===== config.mk =====
export PLATFORM = sky130hd
export DESIGN_NAME = fsp_top
export DESIGN_NICKNAME = d
export VERILOG_FILES = /design/src/fsp_pkg.sv /design/src/fsp_boot_guard.sv /design/src/fsp_fetch_guard.sv /design/src/fsp_top.sv
export VERILOG_INCLUDE_DIRS = /design/src
export SDC_FILE = /design/constraint.sdc
export NUM_CORES = 1
export LEC_CHECK = 0
export BUFFER_PORTS_ARGS = -buffer_cell sky130_fd_sc_hd__buf_2
export CAP_MARGIN = 20
export CORE_MARGIN = 4
export CORE_UTILIZATION = 57
export DETAILED_ROUTE_END_ITERATION = 10
export PLACE_DENSITY_LB_ADDON = 0.25
export SKIP_CTS_REPAIR_TIMING = 1
export SLEW_MARGIN = 10
export SYNTH_ARGS = -nofsm -noshare
export SYNTH_HDL_FRONTEND = slang
export SYNTH_HIERARCHICAL = 1
export SYNTH_SLANG_ARGS = --single-unit

===== constraint.sdc =====
create_clock -name aclk -period 8.95 [get_ports aclk]
set_clock_uncertainty 0.1 [all_clocks]
set_input_delay 1.79 -clock aclk [delete_from_list [all_inputs] [get_ports aclk]]
set_output_delay 1.79 -clock aclk [all_outputs]
set_load 0.01 [all_outputs]

===== src/fsp_cfg.svh =====
`ifndef FSP_CFG_SVH
`define FSP_CFG_SVH

// ****************************************************************
// register byte offsets on the control bus
// ****************************************************************
`define FSP_OFS_FUSE 8'h00
`define FSP_OFS_FUSE_WR 8'h04
`define FSP_OFS_FLASH_CMD 8'h08
`define FSP_OFS_STATUS 8'h0C

// ****************************************************************
// fuse word layout and reset value
// ****************************************************************
`define FSP_FUSE_RESET 32'hFFFFFFFF
`define FSP_FUSE_LOCK_HI 15
`define FSP_FUSE_FETCH_BIT 16
`define FSP_FUSE_BOOT_LO 17
`define FSP_FUSE_BOOT_HI 19
`define FSP_FUSE_SEC_LO 20
`define FSP_FUSE_SEC_HI 21
`define FSP_FUSE_UWIN_BIT 22
`define FSP_FUSE_PROT_LO 16
`define FSP_FUSE_PROT_HI 22

// ****************************************************************
// flash command register layout
// ****************************************************************
`define FSP_CMD_OP_LO 0
`define FSP_CMD_OP_HI 1
`define FSP_CMD_PAGE_LO 8
`define FSP_CMD_PAGE_HI 15

// ****************************************************************
// status register layout
// ****************************************************************
`define FSP_ST_REJECT_BIT 0
`define FSP_ST_SECURITY_BIT 1
`define FSP_ST_SSE_BIT 2
`define FSP_ST_SECURE_STATE_DEBUG_ENABLE_BIT 3
`define FSP_ST_UWIN_BIT 4
`define FSP_ST_FETCH_BIT 5
`define FSP_ST_BOOT_LO 8
`define FSP_ST_BOOT_HI 10

// ****************************************************************
// axi4-lite response codes
// ****************************************************************
`define FSP_RESP_OKAY 2'h0
`define FSP_RESP_SLVERR 2'h2

`endif


===== src/fsp_pkg.sv =====
package fsp_pkg;

   // ****************************************************************
   // write channel states, gray along idle -> one half -> response
   // ****************************************************************
   typedef enum logic [1:0] {
      FSP_W_IDLE = 2'h0,
      FSP_W_ADDR = 2'h1,
      FSP_W_DATA = 2'h2,
      FSP_W_RESP = 2'h3
   } fsp_wstate_t;

   // flash page operations handed to the flash controller
   typedef enum logic [1:0] {
      FSP_OP_NONE = 2'h0,
      FSP_OP_ERASE = 2'h1,
      FSP_OP_PROGRAM = 2'h2,
      FSP_OP_RSVD = 2'h3
   } fsp_op_t;

endpackage


===== src/fsp_boot_guard.sv =====
`timescale 1ns/1ns

// ****************************************************************
// boot area size decode and page compare
// ****************************************************************
module fsp_boot_guard
   import fsp_pkg::*;
(
   input wire logic [2:0] boot_area_size_select,
   input wire logic [7:0] page,
   output logic [8:0] boot_pages,
   output logic page_in_boot
);

   // erased value 7 guards nothing, each step down doubles the area
   always_comb
   begin
      if (boot_area_size_select == 3'h7)
      begin
         boot_pages = 9'h000;
      end
      else
      begin
         boot_pages = 9'h001 << (3'h7 - boot_area_size_select);
      end
   end

   // pages are counted from the bottom of the flash
   always_comb
   begin
      page_in_boot = ({1'b0, page} < boot_pages);
   end

endmodule


===== src/fsp_fetch_guard.sv =====
`timescale 1ns/1ns

// ****************************************************************
// privileged fetch gate and secure field decode
// ****************************************************************
module fsp_fetch_guard
   import fsp_pkg::*;
#(
   parameter bit HAS_EXT_MEM_IF = 1'b1,
   parameter logic [31:0] EXT_MEM_BASE = 32'hD0000000,
   parameter logic [31:0] EXT_MEM_LIMIT = 32'hDFFFFFFF
)
(
   input wire logic external_fetch_block_fuse,
   input wire logic [1:0] secure_field,
   input wire logic [31:0] fetch_addr,
   input wire logic fetch_privileged,
   output logic fetch_allow,
   output logic secure_state_enable,
   output logic secure_state_debug_enable
);

   logic in_ext; // address falls in external memory window

   // the window is device specific, so it lives in parameters
   always_comb
   begin
      in_ext = (fetch_addr >= EXT_MEM_BASE) && (fetch_addr <= EXT_MEM_LIMIT);
   end

   // programmed (0) fuse blocks privileged external fetch
   always_comb
   begin
      if (!HAS_EXT_MEM_IF)
      begin
         fetch_allow = 1'b1;
      end
      else if (in_ext && fetch_privileged && !external_fetch_block_fuse)
      begin
         fetch_allow = 1'b0;
      end
      else
      begin
         fetch_allow = 1'b1;
      end
   end

   // erased field leaves secure state off
   always_comb
   begin
      case (secure_field)
         2'h3:
         begin
            secure_state_enable = 1'b0;
            secure_state_debug_enable = 1'b0;
         end
         2'h2:
         begin
            secure_state_enable = 1'b1;
            secure_state_debug_enable = 1'b1;
         end
         default:
         begin
            secure_state_enable = 1'b1;
            secure_state_debug_enable = 1'b0;
         end
      endcase
   end

endmodule


===== src/fsp_top.sv =====
`timescale 1ns/1ns

// Behaviour
// software leaves special fuse bits for their use
// fetch lock fuse blocks privileged external fetch
// fuse 1 allows, fuse 0 forbids external execution
// fetch fuse only routed, guarded under security
// fetch fuse frozen when secure; chip erase clears
// no external interface means fetch fuse ignored
// three bits select one of eight boot sizes
// boot pages refuse erase and program
// boot field frozen when secure; chip erase clears
// secure field decodes to two enable signals
// user window fuse opens bus to test port
// protected fuse writes rejected under security
module fsp_top
   import fsp_pkg::*;
#(
   parameter bit HAS_EXT_MEM_IF = 1'b1,
   parameter logic [31:0] EXT_MEM_BASE = 32'hD0000000,
   parameter logic [31:0] EXT_MEM_LIMIT = 32'hDFFFFFFF
)
(
   input wire logic aclk,
   input wire logic aresetn,
   input wire logic ce,
   input wire logic awvalid,
   output logic awready,
   input wire logic [7:0] awaddr,
   input wire logic [2:0] awprot,
   input wire logic wvalid,
   output logic wready,
   input wire logic [31:0] wdata,
   input wire logic [3:0] wstrb,
   output logic bvalid,
   input wire logic bready,
   output logic [1:0] bresp,
   input wire logic arvalid,
   output logic arready,
   input wire logic [7:0] araddr,
   input wire logic [2:0] arprot,
   output logic rvalid,
   input wire logic rready,
   output logic [31:0] rdata,
   output logic [1:0] rresp,
   input wire logic security_bit,
   input wire logic ext_chip_erase,
   input wire logic [31:0] fetch_addr,
   input wire logic fetch_privileged,
   output logic fetch_allow,
   output logic external_fetch_block_fuse,
   output logic secure_state_enable,
   output logic secure_state_debug_enable,
   output logic user_window_enable,
   output logic flash_op_start,
   output logic [1:0] flash_op_code,
   output logic [7:0] flash_op_page,
   output logic cmd_rejected
);

`include "fsp_cfg.svh"

   // ****************************************************************
   // declarations
   // ****************************************************************
   fsp_wstate_t wstate_r; // write channel state
   fsp_wstate_t wstate_nxt; // next write channel state
   logic [7:0] waddr_r; // latched write address
   logic [31:0] wdata_r; // latched write data
   logic [3:0] wstrb_r; // latched byte strobes
   logic [1:0] bresp_r; // write response code
   logic [31:0] rdata_r; // read data flop
   logic [1:0] rresp_r; // read response code
   logic rvalid_r; // read answer pending
   logic [31:0] fuse_r; // general-purpose fuse word
   logic [31:0] fuse_nxt; // fuse word after byte merge
   logic [15:0] cmd_r; // last flash command word
   logic reject_r; // sticky reject flag
   logic do_write; // write executes this cycle
   logic fuse_wr; // fuse write command
   logic fuse_wr_bad; // fuse write touches frozen field
   logic flash_wr; // flash page command
   logic [1:0] op_in; // requested page operation
   logic [7:0] page_in; // requested page
   logic page_in_boot; // requested page is guarded
   logic flash_bad; // flash command refused
   logic reject_set; // any refusal this cycle
   logic reject_clr; // software clears flag
   logic flash_start_r; // one-cycle start pulse
   logic [1:0] flash_code_r; // accepted operation
   logic [7:0] flash_page_r; // accepted page
   logic sse_c; // decoded secure enable
   logic secure_state_debug_enable_c; // decoded secure debug enable
   logic sse_r; // registered secure enable
   logic secure_state_debug_enable_r; // registered secure debug enable
   logic [31:0] status_c; // status word

   // ****************************************************************
   // write channel: address and data taken in either order
   // ****************************************************************

   // ready only while the matching half is still missing
   always_comb
   begin
      awready = (wstate_r == FSP_W_IDLE) || (wstate_r == FSP_W_DATA);
      wready = (wstate_r == FSP_W_IDLE) || (wstate_r == FSP_W_ADDR);
      bvalid = (wstate_r == FSP_W_RESP);
      bresp = bresp_r;
   end

   // next state for the write channel
   always_comb
   begin
      wstate_nxt = wstate_r;
      case (wstate_r)
         FSP_W_IDLE:
         begin
            if (awvalid && wvalid)
            begin
               wstate_nxt = FSP_W_RESP;
            end
            else if (awvalid)
            begin
               wstate_nxt = FSP_W_ADDR;
            end
            else if (wvalid)
            begin
               wstate_nxt = FSP_W_DATA;
            end
         end
         FSP_W_ADDR:
         begin
            if (wvalid)
            begin
               wstate_nxt = FSP_W_RESP;
            end
         end
         FSP_W_DATA:
         begin
            if (awvalid)
            begin
               wstate_nxt = FSP_W_RESP;
            end
         end
         FSP_W_RESP:
         begin
            if (bready)
            begin
               wstate_nxt = FSP_W_IDLE;
            end
         end
         default:
         begin
            wstate_nxt = FSP_W_IDLE;
         end
      endcase
   end

   // state register
   always_ff @(posedge aclk)
   begin
      if (!aresetn)
      begin
         wstate_r <= FSP_W_IDLE;
      end
      else if (ce)
      begin
         wstate_r <= wstate_nxt;
      end
   end

   // capture each half as it is taken
   always_ff @(posedge aclk)
   begin
      if (!aresetn)
      begin
         waddr_r <= 8'h00;
         wdata_r <= 32'h00000000;
         wstrb_r <= 4'h0;
      end
      else if (ce)
      begin
         if (awvalid && awready)
         begin
            waddr_r <= awaddr;
         end
         if (wvalid && wready)
         begin
            wdata_r <= wdata;
            wstrb_r <= wstrb;
         end
      end
   end

   // ****************************************************************
   // command decode, executed in the cycle the last half arrives
   // ****************************************************************

   // the write acts on the edge that enters the response state
   always_comb
   begin
      do_write = (wstate_r != FSP_W_RESP) && (wstate_nxt == FSP_W_RESP);
   end

   // halves may arrive in the same cycle, so pick live or held
   logic [7:0] wa_c; // effective write address
   logic [31:0] wd_c; // effective write data
   logic [3:0] ws_c; // effective strobes
   always_comb
   begin
      wa_c = (wstate_r == FSP_W_ADDR) ? waddr_r : awaddr;
      wd_c = (wstate_r == FSP_W_DATA) ? wdata_r : wdata;
      ws_c = (wstate_r == FSP_W_DATA) ? wstrb_r : wstrb;
      fuse_wr = do_write && (wa_c == `FSP_OFS_FUSE_WR);
      flash_wr = do_write && (wa_c == `FSP_OFS_FLASH_CMD);
      op_in = wd_c[`FSP_CMD_OP_HI:`FSP_CMD_OP_LO];
      page_in = wd_c[`FSP_CMD_PAGE_HI:`FSP_CMD_PAGE_LO];
   end

   // byte merge: unstrobed lanes keep the current fuse value
   genvar gi;
   generate
      for (gi = 0; gi < 4; gi = gi + 1)
      begin : g_lane
         always_comb
         begin
            fuse_nxt[gi*8 +: 8] = ws_c[gi] ? wd_c[gi*8 +: 8]
                                            : fuse_r[gi*8 +: 8];
         end
      end
   endgenerate

   // any change to bits 22:16 is frozen while security is set;
   // the lock bits below stay open, their use is software's affair
   always_comb
   begin
      fuse_wr_bad = fuse_wr && security_bit &&
         (fuse_nxt[`FSP_FUSE_PROT_HI:`FSP_FUSE_PROT_LO] !=
          fuse_r[`FSP_FUSE_PROT_HI:`FSP_FUSE_PROT_LO]);
   end

   // boot pages refuse erase and program whatever the security state
   fsp_boot_guard u_boot (
      .boot_area_size_select(fuse_r[`FSP_FUSE_BOOT_HI:`FSP_FUSE_BOOT_LO]),
      .page(page_in),
      .boot_pages(),
      .page_in_boot(page_in_boot)
   );

   // reserved or empty op codes are refused as well
   always_comb
   begin
      flash_bad = flash_wr && (page_in_boot ||
         (op_in != FSP_OP_ERASE && op_in != FSP_OP_PROGRAM));
      reject_set = fuse_wr_bad || flash_bad;
      reject_clr = do_write && (wa_c == `FSP_OFS_STATUS) &&
         ws_c[0] && wd_c[`FSP_ST_REJECT_BIT];
   end

   // ****************************************************************
   // fuse word
   // ****************************************************************

   // external chip erase outranks any internal command
   always_ff @(posedge aclk)
   begin
      if (!aresetn)
      begin
         fuse_r <= `FSP_FUSE_RESET;
      end
      else if (ce)
      begin
         if (ext_chip_erase)
         begin
            fuse_r <= `FSP_FUSE_RESET;
         end
         else if (fuse_wr && !fuse_wr_bad)
         begin
            fuse_r <= fuse_nxt;
         end
      end
   end

   // ****************************************************************
   // flash command hand-off and reject flag
   // ****************************************************************

   // start pulse lasts one cycle with op and page held after it
   always_ff @(posedge aclk)
   begin
      if (!aresetn)
      begin
         flash_start_r <= 1'b0;
         flash_code_r <= FSP_OP_NONE;
         flash_page_r <= 8'h00;
         cmd_r <= 16'h0000;
      end
      else if (ce)
      begin
         flash_start_r <= flash_wr && !flash_bad;
         if (flash_wr)
         begin
            cmd_r <= wd_c[15:0];
         end
         if (flash_wr && !flash_bad)
         begin
            flash_code_r <= op_in;
            flash_page_r <= page_in;
         end
      end
   end

   // sticky flag: a refusal in the clearing cycle still sets it
   always_ff @(posedge aclk)
   begin
      if (!aresetn)
      begin
         reject_r <= 1'b0;
      end
      else if (ce)
      begin
         if (reject_set)
         begin
            reject_r <= 1'b1;
         end
         else if (reject_clr)
         begin
            reject_r <= 1'b0;
         end
      end
   end

   // ****************************************************************
   // fuse routing to core and test port
   // ****************************************************************

   // fetch fuse passes straight through, no other treatment
   fsp_fetch_guard #(
      .HAS_EXT_MEM_IF(HAS_EXT_MEM_IF),
      .EXT_MEM_BASE(EXT_MEM_BASE),
      .EXT_MEM_LIMIT(EXT_MEM_LIMIT)
   ) u_fetch (
      .external_fetch_block_fuse(fuse_r[`FSP_FUSE_FETCH_BIT]),
      .secure_field(fuse_r[`FSP_FUSE_SEC_HI:`FSP_FUSE_SEC_LO]),
      .fetch_addr(fetch_addr),
      .fetch_privileged(fetch_privileged),
      .fetch_allow(fetch_allow),
      .secure_state_enable(sse_c),
      .secure_state_debug_enable(secure_state_debug_enable_c)
   );

   // decoded enables registered for clean core inputs
   always_ff @(posedge aclk)
   begin
      if (!aresetn)
      begin
         sse_r <= 1'b0;
         secure_state_debug_enable_r <= 1'b0;
      end
      else if (ce)
      begin
         sse_r <= sse_c;
         secure_state_debug_enable_r <= secure_state_debug_enable_c;
      end
   end

   // programmed (0) user fuse opens the window to the test port
   always_comb
   begin
      external_fetch_block_fuse = fuse_r[`FSP_FUSE_FETCH_BIT];
      user_window_enable = !fuse_r[`FSP_FUSE_UWIN_BIT];
      secure_state_enable = sse_r;
      secure_state_debug_enable = secure_state_debug_enable_r;
      flash_op_start = flash_start_r;
      flash_op_code = flash_code_r;
      flash_op_page = flash_page_r;
      cmd_rejected = reject_r;
   end

   // ****************************************************************
   // read channel and responses
   // ****************************************************************

   // status word gathers live protection state
   always_comb
   begin
      status_c = 32'h00000000;
      status_c[`FSP_ST_REJECT_BIT] = reject_r;
      status_c[`FSP_ST_SECURITY_BIT] = security_bit;
      status_c[`FSP_ST_SSE_BIT] = sse_r;
      status_c[`FSP_ST_SECURE_STATE_DEBUG_ENABLE_BIT] = secure_state_debug_enable_r;
      status_c[`FSP_ST_UWIN_BIT] = !fuse_r[`FSP_FUSE_UWIN_BIT];
      status_c[`FSP_ST_FETCH_BIT] = fuse_r[`FSP_FUSE_FETCH_BIT];
      status_c[`FSP_ST_BOOT_HI:`FSP_ST_BOOT_LO] =
         fuse_r[`FSP_FUSE_BOOT_HI:`FSP_FUSE_BOOT_LO];
   end

   // one read outstanding; arready drops while an answer waits
   always_comb
   begin
      arready = !rvalid_r;
      rvalid = rvalid_r;
      rdata = rdata_r;
      rresp = rresp_r;
   end

   // read answer one cycle after the address is taken
   always_ff @(posedge aclk)
   begin
      if (!aresetn)
      begin
         rvalid_r <= 1'b0;
         rdata_r <= 32'h00000000;
         rresp_r <= `FSP_RESP_OKAY;
      end
      else if (ce)
      begin
         if (arvalid && arready)
         begin
            rvalid_r <= 1'b1;
            rresp_r <= `FSP_RESP_OKAY;
            case (araddr)
               `FSP_OFS_FUSE: rdata_r <= fuse_r;
               `FSP_OFS_FUSE_WR: rdata_r <= 32'h00000000;
               `FSP_OFS_FLASH_CMD: rdata_r <= {16'h0000, cmd_r};
               `FSP_OFS_STATUS: rdata_r <= status_c;
               default:
               begin
                  rdata_r <= 32'h00000000;
                  rresp_r <= `FSP_RESP_SLVERR;
               end
            endcase
         end
         else if (rready)
         begin
            rvalid_r <= 1'b0;
         end
      end
   end

   // a refused command still completes with OKAY; the flag tells
   always_ff @(posedge aclk)
   begin
      if (!aresetn)
      begin
         bresp_r <= `FSP_RESP_OKAY;
      end
      else if (ce && do_write)
      begin
         case (wa_c)
            `FSP_OFS_FUSE_WR, `FSP_OFS_FLASH_CMD, `FSP_OFS_STATUS:
               bresp_r <= `FSP_RESP_OKAY;
            default: bresp_r <= `FSP_RESP_SLVERR;
         endcase
      end
   end

endmodule


# Yosys cells after proc, flatten, opt, wreduce, memory -nomap -nowiden
# Index checks and enable logic that the tools add are counted.
# totals
reg_bits	145
in_bits	101
output_inout_bits	58
# classes
add_sub_neg	1
order_cmp	3
eq_ne	17
shift	1
mux	27
n_reduce_logical	52
# ops
operator	count
2-to-1 mux 32 bit	3
case mux 32 bit (3 select lines)	1
2-to-1 mux 8 bit	5
== test 8 x 4 -> 1 bit, second input constant	4
greater-or-equal comparator 32 bit, second input constant	1
<= comparator 32 bit, second input constant	1
logical AND 1 bit	20
== test 8 x 3 -> 1 bit, second input constant	2
2-to-1 mux 2 bit	8
AND reduction 2 bit	8
nonzero test 2 bit	7
AND reduction 3 bit	4
== test 2 bit, second input constant	5
less-than comparator 8 x 9 -> 1 bit	1
2-to-1 mux 9 bit	1
<< shifter 1 x 3 -> 9 bit, first input constant	1
zero test 8 bit	1
case mux 2 bit (4 select lines)	1
2-to-1 mux 1 bit	7
inequality test 7 bit	1
zero test 1 bit	5
logical OR 1 bit	4
2-to-1 mux 4 bit	1
inequality test 2 bit, second input constant	2
other kinds (7)	7

# Longest topological paths before layout
# logic_depth
word_depth	13
depth_mapped	15

# Modules after synthesis
# The synthesis kept the hierarchy.
# by_module_without_submodules
mod	instances	cells_per_inst	area_per_inst_um2	seq_area_each_um2
fsp_top	1	679	6143.4	2862.7
fsp_boot_guard	1	34	234.0	0.0
fsp_fetch_guard	1	4	27.5	0.0

# Worst setup path after synthesis
# OpenSTA, ideal clock, no wires.
# synth_path
path_kind	input to output
start	input port fetch_addr[29]
end	output port fetch_allow
arrival_time_ns	2.163
required_ns	7.060
path_slack_ns	4.897
path_stages	2
n_path_buf	0
path_cell_list	and4bb_2 -> nand3_1
# synth_between
elab_chain_cells	5
word_cells_on_any_way	6
classes_between	order compare: 2; mux: 1; reduce/logical: 3
# synth_rtl
element	line	text
start, declared	fsp_top.sv:48	input wire logic [31:0] fetch_addr,
greater-or-equal comparator 32 bit / <= comparator 32 bit (equally long branches)	fsp_fetch_guard.sv:28	in_ext = (fetch_addr >= EXT_MEM_BASE) && (fetch_addr <= EXT_MEM_LIMIT);
logical AND 1 bit *	fsp_fetch_guard.sv:28	
logical AND 1 bit * (2 in a row)	fsp_fetch_guard.sv:38	else if (in_ext && fetch_privileged && !external_fetch_block_fuse)
2-to-1 mux 1 bit *	fsp_fetch_guard.sv:38	
end, declared	fsp_top.sv:50	output logic fetch_allow,
# Every way passes the cells marked *; elsewhere a longest branch is shown, timed or not.

# Worst setup path in the final report
# layout_path
start	input port ce
end	register rdata_r[17] (netlist: rdata[17])
# layout_between
elab_chain_cells	1
# layout_rtl
element	line	text
start, declared	fsp_top.sv:26	input wire logic ce,
AND reduction 2 bit (no source line)	-	
end signal, assigned	fsp_top.sv:423	`FSP_OFS_FUSE: rdata_r <= fuse_r;
end signal, assigned	fsp_top.sv:425	`FSP_OFS_FLASH_CMD: rdata_r <= {16'h0000, cmd_r};
end signal, assigned	fsp_top.sv:426	`FSP_OFS_STATUS: rdata_r <= status_c;
end, declared	fsp_top.sv:72	logic [31:0] rdata_r;
# Every way passes these cells.
# A chain may end at the register's enable or synchronous reset.

==> flow_summary.html <==
<table>
<tr><th>Metric</th><th>Value</th></tr>
<tr><th colspan="2">Setup path</th></tr>
<tr><td>Buffers &amp; Inverters on Critical Path</td><td>2</td></tr>
<tr><td>Critical setup path kind</td><td>in -&gt; reg</td></tr>
<tr><td>Crit path arrival time</td><td>4.60 ns</td></tr>
<tr><td>Data required, critical path</td><td>9.30 ns</td></tr>
<tr><td>Critical path fanouts, max</td><td>35</td></tr>
<tr><td>Flop2flop setup slack</td><td>5.23 ns</td></tr>
<tr><td>Cells along the critical path</td><td>buf_2, nand3_1, buf_4, or4_1, nor3_2, a22oi_1, nor2_1</td></tr>
<tr><td>Critical Path Start Type</td><td>primary input</td></tr>
<tr><td>Endpoint kind of the worst setup timing path</td><td>flip-flop</td></tr>
<tr><td>Cell family with most CP delay</td><td>simple AND/OR/NAND/NOR gates</td></tr>
<tr><td>Slowest cell on the critical path</td><td>nor3_2</td></tr>
<tr><td>Delay of the slowest critical-path stage</td><td>0.91 ns</td></tr>
<tr><th colspan="2">Routing</th></tr>
<tr><td>Number of vias per cell</td><td>5.82</td></tr>
<tr><td>Detail Route met2 WL</td><td>between 7000 and 8000 um</td></tr>
<tr><td>Amount of wire on met3 after detailed routing</td><td>1220 um</td></tr>
<tr><td>Number of antenna-violating nets in the routed design</td><td>0</td></tr>
<tr><td>Count of vias placed by the detailed router</td><td>between 5000 and 6000</td></tr>
<tr><td>Routed WL</td><td>16700 um</td></tr>
<tr><td>Wire length per cell</td><td>about 17 um</td></tr>
<tr><td>Wire length the detailed router placed on met1</td><td>roughly 7600 um</td></tr>
<tr><td>Uppermost metal layer occupied by signal nets</td><td>met4</td></tr>
<tr><td>Router iterations before antenna repair</td><td>5</td></tr>
<tr><td># DRC</td><td>0</td></tr>
<tr><td>Initial DRC count</td><td>415</td></tr>
<tr><th colspan="2">Die</th></tr>
<tr><td>Total core area</td><td>10900 sq um</td></tr>
<tr><td>Number of cell rows</td><td>38</td></tr>
<tr><td>Boundary Pins</td><td>approximately 160</td></tr>
<tr><td>Floorplan die height</td><td>114 um</td></tr>
<tr><td>Starting density of the core</td><td>about three fifths</td></tr>
<tr><td>Total die area</td><td>12900 sq um</td></tr>
<tr><td>Die width</td><td>114 um</td></tr>
<tr><th colspan="2">Power and ir drop</th></tr>
<tr><td>Switch Pwr</td><td>0.369 mW</td></tr>
<tr><td>Clock network fraction of design power</td><td>45.7%</td></tr>
<tr><td>Switching portion of total power</td><td>25.0%</td></tr>
<tr><td>Pwr per Cell Area</td><td>194 nW/um^2</td></tr>
<tr><td>Sequential share of power</td><td>44.5%</td></tr>
<tr><td>Internal power</td><td>around 1.1 mW</td></tr>
<tr><td>Leakage power</td><td>around 3.3 nW</td></tr>
<tr><td>Maximum vdd drop</td><td>0.0996 mV</td></tr>
<tr><td>Pwr Total</td><td>1.48 mW</td></tr>
<tr><td>Combinational Power Share</td><td>under 10%</td></tr>
<tr><th colspan="2">Layout</th></tr>
<tr><td>Diode insertion count for antenna repair</td><td>0</td></tr>
<tr><td>Net count, final</td><td>917</td></tr>
<tr><td>Synth-to-layout area growth</td><td>19.6%</td></tr>
<tr><td>Number of standard cells in the final layout excluding fillers</td><td>962</td></tr>
<tr><td>Reg area</td><td>2860 sq um</td></tr>
<tr><td>Layout cells sized above 1</td><td>23.2%</td></tr>
<tr><td>Final core utilization</td><td>69.8%</td></tr>
<tr><td>Cell area after layout</td><td>roughly 7600 sq um</td></tr>
<tr><td>Filler cell count in the final layout</td><td>about 900</td></tr>
<tr><td>Multi-input logic area</td><td>around 3300 sq um</td></tr>
<tr><th colspan="2">STA</th></tr>
<tr><td>Min Tclk post-route</td><td>4.25 ns</td></tr>
<tr><td>Worst-Margin Slew</td><td>1.06 ns</td></tr>
<tr><td>RSZ-0062 raised after global routing</td><td>no</td></tr>
<tr><td>Maximum clock frequency</td><td>235 MHz</td></tr>
<tr><td>Final critical-path share of the clock period</td><td>between 40% and 50%</td></tr>
<tr><td>Pins Over Slew Limit</td><td>0</td></tr>
<tr><td>Final Hold Slack</td><td>0.348 ns</td></tr>
<tr><td>Final Hold Fails</td><td>0</td></tr>
<tr><td>Worst slew margin relative to its limit</td><td>29.2%</td></tr>
<tr><td>Worst setup slack after layout</td><td>between 4 and 5 ns</td></tr>
<tr><td>Setup TNS</td><td>0 ns</td></tr>
<tr><td>Final number of setup-violating endpoints</td><td>0</td></tr>
<tr><th colspan="2">CTS</th></tr>
<tr><td>TritonCTS Buffers</td><td>17</td></tr>
<tr><td>CTS root buf</td><td>clkbuf_8</td></tr>
<tr><td>Count of clock tree sinks</td><td>143</td></tr>
<tr><td>Insertion delay of the later-clocked pin in the worst-skew pair</td><td>0.52 ns</td></tr>
<tr><td>Largest buffer count on any clock path</td><td>2</td></tr>
<tr><td>Clock tree from TritonCTS</td><td>done</td></tr>
<tr><td>Number of levels the H-tree was split into</td><td>4</td></tr>
<tr><td>CTS clock-pin slew for the worst setup and hold paths</td><td>approximately 0.06 ns</td></tr>
<tr><th colspan="2">Job</th></tr>
<tr><td>Max-cap violations</td><td>0</td></tr>
<tr><th colspan="2">Place</th></tr>
<tr><td>Placement Cell Area</td><td>6990 sq um</td></tr>
<tr><td>Number of placed instances with taps included</td><td>about 930</td></tr>
<tr><td>Routability congestion estimate</td><td>0.860</td></tr>
<tr><td>Setup Slack @ Placement</td><td>4.01 ns</td></tr>
<tr><td>Port buffer count</td><td>122</td></tr>
<tr><td>Detailed-placement wirelength estimate</td><td>roughly 11000 um</td></tr>
<tr><th colspan="2">Global routing</th></tr>
<tr><td>Total routing resource utilization after global routing</td><td>a little over a quarter</td></tr>
<tr><td>Initial antenna violation count</td><td>0</td></tr>
<tr><td>Number of global-route vias before repair</td><td>around 5400</td></tr>
<tr><td>First-pass GRT wire length</td><td>approximately 27000 um</td></tr>
<tr><td>Maximum number of pins on one net before global-route repair</td><td>111</td></tr>
<tr><td>Overflow left after global routing</td><td>0</td></tr>
<tr><th colspan="2">Yosys</th></tr>
<tr><td>Mapped Avg Cell Area</td><td>9.00 sq um</td></tr>
<tr><td>Number of warnings printed during yosys synthesis</td><td>6</td></tr>
<tr><td>Synthesized netlist cell count</td><td>706</td></tr>
<tr><td>Synth Cell Area</td><td>6360 sq um</td></tr>
<tr><th colspan="2">Run status</th></tr>
<tr><td>Outcome</td><td>finished clean</td></tr>
<tr><th colspan="2">Hold path</th></tr>
<tr><td>Class of the tightest hold or removal check</td><td>reg -&gt; reg</td></tr>
</table>
-- path summary, 6_finish.rpt --
path	startpoint	end	cells past startpoint
setup / recovery	ce	rdata[17]	7
hold / removal	rdata[15]	rdata[15]	2
setup reg to reg	wstate_r[0]	fuse_r[30]	8
hold reg to reg	rdata[15]	rdata[15]	2
-- cell usage in the layout (no fill, tap or decap), drive strengths merged, types with 3 or more instances in the layout --
cell	instances
a2111oi	4
mux2i	59
and2	5
dfxtp	143
inv	17
buf	129
or4	4
o21a	3
or3	8
a2bb2oi	24
clkinvlp	5
nor3	10
a211oi	26
nand3b	6
mux2	9
nand2	99
o21ai	6
clkinv	4
a21oi	62
a22oi	25
clkbuf	19
nand3	7
ha	7
nand2b	7
and3	5
xnor2	4
nor2	89
a31oi	8
-- per-layer routing --
| layer | track usage (%) | vias to the layer above |
|---|---|---|
| met2 | 40.3 | 218 |
| met1 | 36.7 | 2640 |
| met5 | 0 | - |
| li1 | - | 2718 |
| met4 | 7.85 | 0 |
| met3 | 5.89 | 23 |
-- flip-flops by register name (all words and copies together), names as in the netlist, 2 cells and up --
signal         flops
fuse_r            32
rdata             32
wdata_r           32
cmd_r             16
flash_op_page      8
waddr_r            8
wstrb_r            4
flash_op_code      2
wstate_r           2
-- layout make-up --
| class | instances | area share, % |
|---|---|---|
| inverters | 15 | 0.741 |
| flip-flops and latches | 143 | 37.7 |
| multi-input cells | 503 | 42.8 |
| clock buffers | 19 | 5.68 |
| well taps | 140 | 2.30 |
| clock inverters | 13 | 1.83 |
| repair buffers | 129 | 9.04 |
-- worst register-to-register path, stage by stage (launching register included) --
cell and delay, ns:
dfxtp_1 0.52, nand2b_2 0.40, buf_4 0.54, mux2i_1 0.41
nor2_1 0.12, a2111oi_4 0.44, o21ai_4 0.18, a2111oi_4 0.70
a2bb2oi_1 0.16
-- power groups by stage --
stage | clock network (mW) | logic [mW] | registers [mW]
after global routing | 0.713 | 0.157 | 0.659
final | 0.675 | 0.144 | 0.657
after CTS | 0.682 | 0.141 | 0.657
after detailed placement | 0 | 0.140 | 0.671
after floorplan | 0 | 0.0982 | 0.668
after global placement | 0 | 0.136 | 0.670
Note: power is estimated with default switching activity, not from simulation.
